--- src/rtl/psec_pkg.sv ---
package psec_pkg;
	// power states as carried by the power-state command
	localparam logic [7:0] POWER_STATE_ZERO = 8'h00;
	localparam logic [7:0] POWER_STATE_ONE  = 8'h01;

	// register byte offsets
	localparam logic [3:0] CTRL_OFS   = 4'h0;
	localparam logic [3:0] THR_OFS    = 4'h4;
	localparam logic [3:0] GDTHR_OFS  = 4'h8;
	localparam logic [3:0] STATUS_OFS = 4'hc;

	// control register fields
	localparam int CTRL_SHED_EN_BIT  = 0;
	localparam int CTRL_GD_HIGH_BIT  = 1;
	localparam int CTRL_STUFFED_LSB  = 4;
	localparam logic [31:0] CTRL_RST = 32'h0000_0031;

	// threshold register: one_two in [11:0], two_three in [27:16]
	localparam int THR_12_LSB = 0;
	localparam int THR_23_LSB = 16;
	localparam logic [11:0] THR_12_RST   = 12'h100;
	localparam logic [11:0] THR_23_RST   = 12'h200;
	localparam logic [11:0] GDTHR_RST    = 12'h0c0;

	// current-limit full scale 2.5 V on a 12-bit code
	localparam int          VOCP_MV      = 2500;
	localparam logic [11:0] VOCP_CODE    = 12'hfff;

	// timing
	localparam int CLK_MHZ          = 200;
	localparam int MIN_DE_FREQ_KHZ  = 30;
	localparam int DE_MAX_WAIT_CYC  = (CLK_MHZ * 1000) / MIN_DE_FREQ_KHZ;
	localparam int REARM_DELAY_US   = 10;
	localparam int REARM_DELAY_CYC  = REARM_DELAY_US * CLK_MHZ;
endpackage

--- src/rtl/psec_ctrl.sv ---
// Design decisions made here: the address map and the Avalon-MM interface to the registers.
module psec_ctrl (
	input  wire logic        i_sys_clk,
	input  wire logic        i_rstn,
	input  wire logic [3:0]  avs_address,
	input  wire logic        avs_read,
	input  wire logic        avs_write,
	input  wire logic [31:0] avs_writedata,
	output logic [31:0]      avs_readdata,
	output logic             avs_waitrequest,
	input  wire logic        i_power_state_command,
	input  wire logic [7:0]  i_power_state,
	input  wire logic        i_voltage_set_command,
	input  wire logic        i_fast_transient,
	input  wire logic        i_rail_good,
	input  wire logic        i_shed_strap,
	input  wire logic [11:0] i_current_monitor,
	input  wire logic [11:0] i_current_limit_voltage,
	input  wire logic        i_cycle_start,
	input  wire logic [15:0] i_on_time,
	input  wire logic [15:0] i_off_time,
	input  wire logic        i_zero_cross_detect,
	input  wire logic        i_thermal_comp_grounded,
	output logic [1:0]       o_phase_count,
	output logic             o_variable_freq_diode_emulation,
	output logic             o_gate_drive_supply_select,
	output logic             o_thermal_comp_enable,
	output logic             o_sw_high,
	output logic             o_sw_low,
	output logic             o_sw_oe
);
	import psec_pkg::*;

	typedef enum logic [1:0] {PSEC_IDLE, PSEC_HIGH, PSEC_LOW, PSEC_HIZ} psec_de_t;

	logic [31:0] ctrl_q;
	logic [11:0] thr12_q, thr23_q, gdthr_q;
	logic [7:0]  ps_q;
	logic        ack_q;
	logic        armed_q;
	logic [15:0] rearm_cnt_q;
	logic [1:0]  phase_q;
	psec_de_t    de_state_q;
	logic [15:0] de_cnt_q;

	// bus decode
	wire         req      = (avs_read | avs_write) & ~ack_q;
	wire         wr_ctrl  = avs_write & ack_q & (avs_address == CTRL_OFS);
	wire         wr_thr   = avs_write & ack_q & (avs_address == THR_OFS);
	wire         wr_gdthr = avs_write & ack_q & (avs_address == GDTHR_OFS);
	assign avs_waitrequest = (avs_read | avs_write) & ~ack_q;

	wire         ps_zero   = (ps_q == POWER_STATE_ZERO);
	wire         shed_cfg  = ctrl_q[CTRL_SHED_EN_BIT] & i_shed_strap;
	wire         shed_on   = ps_zero ? shed_cfg : 1'b1;
	wire [1:0]   stuffed   = ctrl_q[CTRL_STUFFED_LSB +: 2];
	wire [1:0]   max_ph    = ps_zero ? stuffed : ((stuffed > 2'd2) ? 2'd2 : stuffed);

	// phase count wanted by the monitor against the two thresholds
	wire [1:0]   mon_ph = (i_current_monitor >= thr23_q) ? 2'd3 :
	                      (i_current_monitor >= thr12_q) ? 2'd2 : 2'd1;
	// step index of current limit: each step is 2.5 V / (2N) wide
	// 16 bits: full-scale code times three phases times two needs 15
	wire [15:0]  step_sc = 16'(i_current_limit_voltage) * 16'(stuffed) * 16'h2;
	wire [1:0]   lim_ph   = (step_sc >= 16'(VOCP_CODE) * 16'h2) ? 2'd3 :
	                        (step_sc >= 16'(VOCP_CODE)) ? 2'd2 : 2'd1;
	wire [1:0]   want_ph0 = (lim_ph > mon_ph) ? lim_ph : mon_ph;
	wire [1:0]   want_cap = (want_ph0 > max_ph) ? max_ph : want_ph0;
	wire         shedding = shed_on & armed_q & i_rail_good;
	wire [1:0]   target   = shedding ? want_cap : max_ph;

	wire         single   = (phase_q == 2'd1);
	wire         gd_low_mon = (i_current_monitor < gdthr_q);

	// registers
	always_ff @(posedge i_sys_clk or negedge i_rstn) begin
		if (!i_rstn) begin
			ack_q   <= 1'b0;
			ctrl_q  <= CTRL_RST;
			thr12_q <= THR_12_RST;
			thr23_q <= THR_23_RST;
			gdthr_q <= GDTHR_RST;
		end else begin
			ack_q <= req;
			if (wr_ctrl)
				ctrl_q <= avs_writedata & 32'h0000_0033;
			if (wr_thr) begin
				thr12_q <= avs_writedata[THR_12_LSB +: 12];
				thr23_q <= avs_writedata[THR_23_LSB +: 12];
			end
			if (wr_gdthr)
				gdthr_q <= avs_writedata[11:0];
		end
	end

	always_ff @(posedge i_sys_clk or negedge i_rstn) begin
		if (!i_rstn)
			avs_readdata <= 32'h0;
		else if (avs_read & ~ack_q) begin
			case (avs_address)
				CTRL_OFS:   avs_readdata <= ctrl_q;
				THR_OFS:    avs_readdata <= {4'h0, thr23_q, 4'h0, thr12_q};
				GDTHR_OFS:  avs_readdata <= {20'h0, gdthr_q};
				STATUS_OFS: avs_readdata <= {16'h0, ps_q, 1'b0, armed_q, phase_q,
				                             o_sw_oe, o_gate_drive_supply_select,
				                             o_variable_freq_diode_emulation,
				                             o_thermal_comp_enable};
				default:    avs_readdata <= 32'h0;
			endcase
		end
	end

	// power state latched on each command
	always_ff @(posedge i_sys_clk or negedge i_rstn) begin
		if (!i_rstn)
			ps_q <= POWER_STATE_ZERO;
		else if (i_power_state_command)
			ps_q <= i_power_state;
	end

	// shedding reset and re-arm delay
	always_ff @(posedge i_sys_clk or negedge i_rstn) begin
		if (!i_rstn) begin
			armed_q     <= 1'b0;
			rearm_cnt_q <= 16'h0;
		end else if (i_voltage_set_command | i_fast_transient | ~i_rail_good) begin
			armed_q     <= 1'b0;
			rearm_cnt_q <= 16'h0;
		end else if (!armed_q) begin
			if (rearm_cnt_q == 16'(REARM_DELAY_CYC - 1))
				armed_q <= 1'b1;
			else
				rearm_cnt_q <= rearm_cnt_q + 16'h1;
		end
	end

	// phase count moves only at a cycle boundary
	always_ff @(posedge i_sys_clk or negedge i_rstn) begin
		if (!i_rstn)
			phase_q <= 2'd3;
		else if (i_cycle_start)
			phase_q <= target;
	end

	// diode emulation pulse sequencer
	wire de_allow = single & (ps_zero ? shed_on : 1'b1) & i_zero_cross_detect;
	// >= so a long on plus off time still ends the wait at once
	wire de_timeout = (de_cnt_q >= 16'(DE_MAX_WAIT_CYC - 1));

	always_ff @(posedge i_sys_clk or negedge i_rstn) begin
		if (!i_rstn) begin
			de_state_q <= PSEC_IDLE;
			de_cnt_q   <= 16'h0;
		end else begin
			case (de_state_q)
				PSEC_IDLE: begin
					de_cnt_q <= 16'h0;
					if (i_cycle_start)
						de_state_q <= PSEC_HIGH;
				end
				PSEC_HIGH: begin
					de_cnt_q <= de_cnt_q + 16'h1;
					if (de_cnt_q + 16'h1 >= i_on_time)
						de_state_q <= PSEC_LOW;
				end
				PSEC_LOW: begin
					de_cnt_q <= de_cnt_q + 16'h1;
					if (de_cnt_q + 16'h1 >= i_on_time + i_off_time)
						de_state_q <= de_allow ? PSEC_HIZ : PSEC_IDLE;
				end
				PSEC_HIZ: begin
					de_cnt_q <= de_cnt_q + 16'h1;
					if (i_cycle_start | de_timeout) begin
						de_state_q <= PSEC_HIGH;
						de_cnt_q   <= 16'h0;
					end
				end
				default: de_state_q <= PSEC_IDLE;
			endcase
		end
	end

	assign o_sw_high = (de_state_q == PSEC_HIGH);
	assign o_sw_low  = (de_state_q == PSEC_LOW) | (de_state_q == PSEC_IDLE);
	assign o_sw_oe   = (de_state_q != PSEC_HIZ);
	assign o_phase_count = phase_q;
	assign o_variable_freq_diode_emulation = (de_state_q == PSEC_HIZ);
	// 1 = high drive supply, 0 = five volt supply
	assign o_gate_drive_supply_select = ps_zero & ctrl_q[CTRL_GD_HIGH_BIT] & ~gd_low_mon;
	assign o_thermal_comp_enable = ~i_thermal_comp_grounded;
endmodule // psec_ctrl

--- config.mk ---
export PLATFORM = sky130hd
export DESIGN_NAME = psec_ctrl
export DESIGN_NICKNAME = d
export VERILOG_FILES = /design/src/rtl/psec_pkg.sv /design/src/rtl/psec_ctrl.sv
export SDC_FILE = /design/constraint.sdc
export NUM_CORES = 1
export LEC_CHECK = 0
export BUFFER_PORTS_ARGS = -buffer_cell sky130_fd_sc_hd__buf_4
export CORE_MARGIN = 4
export CORE_UTILIZATION = 58
export CTS_BUF_LIST = sky130_fd_sc_hd__clkbuf_8
export CTS_CLUSTER_DIAMETER = 80
export DETAILED_ROUTE_END_ITERATION = 16
export PLACE_DENSITY_LB_ADDON = 0.1
export SYNTH_ARGS = -nofsm -noshare
export SYNTH_HDL_FRONTEND = slang
export SYNTH_SLANG_ARGS = --single-unit
--- constraint.sdc ---
create_clock -name i_sys_clk -period 5.6 [get_ports i_sys_clk]
set_clock_uncertainty 0.2 [all_clocks]
set_input_delay 0.28 -clock i_sys_clk [delete_from_list [all_inputs] [get_ports i_sys_clk]]
set_output_delay 0.28 -clock i_sys_clk [all_outputs]
set_load 0.005 [all_outputs]
# Word-level counts from Yosys, hierarchy flattened
# Cells that the tools add are included.
word_totals:
  reg_bits: 118
  inputBits: 112
  output_inout_bits: 41
  word_cells: 96
classes:
  add_sub_neg: 3
  n_mul: 1
  magnitude_cmp: 11
  n_eq_ne: 15
  n_mux: 26
  n_bitwise: 22
  n_reduce_logical: 6
op_table:
  columns: ["cell", "n"]
  rows:
  - ["28-bit one-hot mux with 4 select lines", 1]
  - ["16-bit two-way mux", 4]
  - ["16-bit one-hot mux with 3 select lines", 1]
  - ["16-bit by 1-bit adder with 16-bit output (second input constant)", 2]
  - ["16-bit greater-or-equal comparator", 2]
  - ["2-bit two-way mux", 14]
  - ["12-bit greater-or-equal comparator", 2]
  - ["16-bit adder", 1]
  - ["16-bit by 11-bit equality test with 1-bit output (second input constant)", 1]
  - ["16-bit by 13-bit greater-or-equal comparator with 1-bit output (second input constant)", 1]
  - ["15-bit by 12-bit greater-or-equal comparator with 1-bit output (second input constant)", 1]
  - ["15-bit by 13-bit greater-or-equal comparator with 1-bit output (second input constant)", 1]
  - ["12-bit by 2-bit multiplier with 14-bit output", 1]
  - ["1-bit bitwise AND", 13]
  - ["12-bit < comparator", 1]
  - ["4-bit equality test (second input constant)", 2]
  - ["8-bit logical NOT", 1]
  - ["2-bit != test (second input constant)", 4]
  - ["2-bit one-hot mux with 4 select lines", 1]
  - ["2-bit by 1-bit != test with 1-bit output (second input constant)", 3]
  - ["1-bit two-way mux", 5]
  - ["1-bit bitwise OR", 5]
  - ["2-bit by 1-bit equality test with 1-bit output (second input constant)", 2]
  - ["2-bit equality test (second input constant)", 2]
  - ["other kinds (9)", 13]

# Logic depth before layout (Yosys ltp)
depth:
  ltp_word: 9
  ltp_mapped: 20
  depth_no_buf: 18

# Worst setup path before layout
# Ideal clock, no wire load.
synth_path:
  path_type: "register to register"
  start: "reg ctrl_q[5]"
  end: "reg phase_q[0] (netlist: o_phase_count[0])"
  setup_time_ps: 91
  arrival_ps: 3888
  t_required_ps: 5309
  path_slack_ps: 1421
  path_stages_with_launch: 21
  path_buffers: 3
  synth_period_minus_slack_ps: 4179
  cell_sequence: "dfstp_2 > clkbuf_1 > clkbuf_1 > and2_1 > ha_1 > buf_6 > a21oi_1 > o311ai_0 > and3_1 > a211oi_1 > a311o_1 > inv_1 > ha_1 > inv_1 > o22ai_1 > mux2i_1 > ha_1 > inv_1 > o22ai_1 > and3_1 > o31ai_1"
synth_via:
  elab_chain_len: 9
  word_cells_on_any_way: 13
  cone_classes: "mul (1); order compare (5); mux (7)"
synth_rtl:
  columns: ["item", "line", "text"]
  rows:
  - ["from (decl)", "psec_ctrl.sv:36", "logic [31:0] ctrl_q;"]
  - ["from (signal assigned)", "psec_ctrl.sv:86", "ctrl_q <= avs_writedata & 32'h0000_0033;"]
  - ["12-bit by 2-bit multiplier with 14-bit output", "psec_ctrl.sv:64", "wire [15:0] step_sc = 16'(i_current_limit_voltage) * 16'(stuffed) * 16'h2;"]
  - ["15-bit by 12-bit greater-or-equal comparator with 1-bit output", "psec_ctrl.sv:66", "(step_sc >= 16'(VOCP_CODE)) ? 2'd2 : 2'd1;"]
  - ["2-bit two-way mux", "psec_ctrl.sv:66", null]
  - ["2-bit two-way mux", "psec_ctrl.sv:65", "wire [1:0] lim_ph = (step_sc >= 16'(VOCP_CODE) * 16'h2) ? 2'd3 :"]
  - ["2-bit greater-than comparator", "psec_ctrl.sv:67", "wire [1:0] want_ph0 = (lim_ph > mon_ph) ? lim_ph : mon_ph;"]
  - ["2-bit two-way mux", "psec_ctrl.sv:67", null]
  - ["2-bit greater-than comparator", "psec_ctrl.sv:68", "wire [1:0] want_cap = (want_ph0 > max_ph) ? max_ph : want_ph0;"]
  - ["2-bit two-way mux", "psec_ctrl.sv:68", null]
  - ["2-bit two-way mux (*)", "psec_ctrl.sv:70", "wire [1:0] target = shedding ? want_cap : max_ph;"]
  - ["to (signal assigned)", "psec_ctrl.sv:142", "phase_q <= target;"]
  - ["to (decl)", "psec_ctrl.sv:42", "logic [1:0] phase_q;"]
# Mark *: on every way between the ends. The rest lies on a longest branch, timed or not.
# A chain may end at the register's enable or synchronous reset.

# Worst setup path in the final report
# Same ends and word-level chain as after synthesis.

==> summary.md <==
| Metric | Value |
|---|---|
| Status | complete, no violations |
| GRT Resource Usage Total | 0.2403 |
| Clock root buffer | clkbuf_8 |
| Clock latency on the worst-skew pair | roughly 430 ps |
| M1 GR Usage | 0.3141 |
| Initial drt markers | approximately 300 |
| Min Tclk post-route | between 4000 and 5000 ps |
| Remaining DRCs | 0 |
| Area leader, netlist | dfrtp_1 |
| Fraction of registers with async set/reset | 1.000 |
| Num CTS Buffers | 17 |
| Initial antenna violation count | 0 |
| Vias | 6796 |
| Xor and xnor fraction of the mapped netlist area | 0.04986 |
| Share of cells above drive strength 1 | 0.2377 |
| Max Cap Violations | 0 |
| F_max | around 0.23 GHz |
| Relative slew slack | 0.1982 |
| Mux cell area share after synthesis | 0.08503 |
| EDFF count, synth | 0 |
| RSZ-0062 raised after global routing | false |
| CTS tree | done |
| Worst Max-Slew Pin Slew | between 1000 and 1500 ps |
| Synthesized area | just over 8000 um2 |
| CP Max Fanout | 19 |
| Slowest cell on the critical path | dfstp_2 |
| Grt peak-use layer | met2 |
| Count leader, synth | ha_1 |
| Post-Synth Simple-Gate Area | 0.1422 |
| Leak | about 5.3 nW |
| Main combinational cell family by area after synthesis | adder cells |
| Met2 usage | 0.4041 |
| Pre-CTS WS | 1072 ps |
| Final setup margin | about 1300 ps |
| Worst setup path class | flip-flop to flip-flop |
| Vias in the first global route | approximately 6600 |
| Routed length per instance | about 16 um |
| Top_reg_cell synth | dfrtp_1 |
| Top cells by area, synth | dfrtp_1 32%, ha_1 16%, mux2_2 6.7%, inv_1 3.3%, xor2_1 3.0% |
| Critical path arrival | about 4500 ps |
| Final hold violation count | 0 |
| Initial cell density of the core | 0.5924 |
| Adder-cell share of the synthesized area | 0.1685 |
| Final hold slack | between 40 and 50 ps |
| Overall routed net length | 19400 um |
| Peak VDD IR | about 0.17 mV |
| Gr ovfl total | 0 |
| CP Capture Type | flip-flop |
| Power density of the placed cells | 272.6 nW/um2 |
| Area share of the largest cell type after synthesis | 0.3183 |
| Setup_tns | 0 ps |
| Core ar. | 13930 um2 |
| Largest net degree at the start of global routing | 70 |
| Layout Nets | around 1200 |
| Hold crit path type | input port to flip-flop |
| Clock buffer depth | 2 |
| H-tree Lvls | 4 |
| Area of the die | 16210 um2 |
| CP max stage delay | approximately 730 ps |
| Die Span Y | 127.3 um |
| FP Rows | 43 |
| R2r setup slk | about 1300 ps |
| Seq/Total Area, Yosys | 0.3469 |
| Placer congestion estimate | between 0.8 and 0.9 |
| Library cells used by synthesis | 69 |
| HPWL after detailed placement | ~14000 um |
| Post-Syn Instances | ~840 |
| # clock sinks | around 110 |
| Die Width | around 130 um |
| Via density | ~5.6 |
| Setup-failing EPs final | 0 |
| Area growth, synth to finish | 25.24% |
| Antenna cell count | 0 |
| Critical path cell sequence | and2_1 -> ha_1 -> a21oi_1 -> o311ai_0 -> and3_1 -> a211oi_1 -> a311o_1 -> inv_1 -> ha_1 -> inv_1 -> o22ai_1 -> mux2i_1 -> ha_1 -> inv_1 -> o22ai_1 -> and3_1 -> o31ai_1 |
| Compound-Gate Fraction of Synth Area | 0.1585 |
| DR pass1 iterations | 5 |
| Utilization after layout | 0.7419 |
| Post-DRT Antenna Nets | 0 |
| Most common library cells after synthesis | 108 x ha_1, 105 x dfrtp_1, 72 x inv_1, 49 x mux2_2, 49 x nor2_1 |
| Met3 Track Usage GR | 0.06020 |
| Fin. max-slew vios | 0 |
| Ys Warns | 0 |
| Io pins | between 150 and 200 |
| Worst path required time | between 5000 and 6000 ps |
| #FFs+latches synth | around 110 |
| Startpoint types | flip-flop |
| Port Buffers | 140 |
| Fin crit share | 0.7723 |
| Syn_area_per_cell | roughly 9.8 um2 |
| Clk slew on worst S/H paths | around 70 ps |
| First-pass GRT wire length | between 30000 and 40000 um |
## path summary, 6_finish.rpt
check	from	to	cells past startpoint
hold / removal	avs_address[2]	avs_readdata[2]$_DFFE_PN0P_	3
max in group asynchronous	i_rstn	thr12_q[1]$_DFFE_PN0P_	3
setup / recovery	ctrl_q[5]$_DFFE_PN1P_	o_phase_count[0]$_DFFE_PN1P_	17
min in group asynchronous	i_rstn	avs_readdata[17]$_DFFE_PN0P_	2
hold reg to reg	ack_q$_DFF_PN0_	ack_q$_DFF_PN0_	1
setup reg to reg	ctrl_q[5]$_DFFE_PN1P_	o_phase_count[0]$_DFFE_PN1P_	17
## layout by cell type (no fill, tap or decap), types with 4 or more instances in the layout
cell type / n
bufinv_16: 5
a22oi_1: 9
nor2b_1: 20
o21ai_0: 27
nor3_1: 10
conb_1: 4
dfstp_2: 9
nand2_1: 43
mux4_2: 4
buf_4: 143
a22o_1: 20
mux2_2: 49
dfrtp_1: 105
a21oi_1: 36
nor2_1: 49
nand4_1: 10
nand3_1: 29
mux2i_1: 6
inv_1: 75
a21o_1: 29
xor2_1: 28
and3_1: 12
o21a_1: 4
o21bai_1: 4
nand2b_1: 10
and2_1: 26
ha_1: 108
a211oi_1: 4
clkbuf_8: 20
o211ai_1: 10
xnor2_1: 19
a211o_1: 5
dlygate4sd3_1: 44
## kinds of logic after synthesis
kind of cell / count (synthesis)
AOI/OAI and AO/OA: 181
xor gates and xnor gates: 47
adders and majority gates: 110
buffers and inverters: 100
DFF: 114
muxes: 59
other: 1
and+or+nand+nor: 229
## sequential cells by signal, summed over array words and instances (netlist names)
signal and count:
avs_readdata 28, ack_q 1, thr12_q 12, rearm_cnt_q 16, ps_q 8, armed_q 1
ctrl_q 4, thr23_q 12, o_phase_count 2, de_cnt_q 16, gdthr_q 12, de_state_q 2
## layer usage
layer / routed length [um] / up-vias
met2: 9354 / 181
met3: 1160 / 26
met1: 8589 / 3230
li1: - / 3359
met5: 0 / -
met4: 297 / 0
## metrics by stage
step | cells | power (mW) | area, um2
2_1_floorplan | 844 | 1.619 | 8267
3_3_place_gp | 1139 | 1.876 | 9435
3_5_place_dp | 1139 | 1.901 | 9435
4_1_cts | 1215 | 2.826 | 10340
5_1_grt | 1215 | 3.003 | 10340
6_report | 1215 | 2.818 | 10340
## what timing repair did
item / CTS / global route
hold buffers: 44 / 0
setup buffers: 0 / 0
gates resized for setup: 0 / 0
hold endpoints to repair: 90 / 0
## layout make-up
type / instances / area (um2)
clock inverters: 12 / 187.7
well taps: 180 / 225.2
inverters: 72 / 270.3
clock buffers: 20 / 275.3
fillers: 1041 / 3596
flip-flops and latches: 114 / 2864
multi-input cells: 630 / 5002
repair buffers: 187 / 1514
## critical path, delay by kind of cell (launching register included)
family                   cells  cell delay [ps]
AO/OA/AOI/OAI                7             1450
adder cells (fa/ha/maj)      3              870
multiplexers                 1              270
flip-flops                   1              730
buffers and inverters        3              140
AND/OR/NAND/NOR              3              590
## where the power goes
part / switching (mW) / leakage (nW) / total [mW] / internal [mW]
clock network: 0.333 / 0.243 / 0.893 / 0.560
logic: 0.454 / 3.52 / 0.904 / 0.450
registers: 0.0943 / 1.50 / 1.02 / 0.928
total: 0.881 / 5.26 / 2.82 / 1.94
Power figures use the tool's default switching activity.
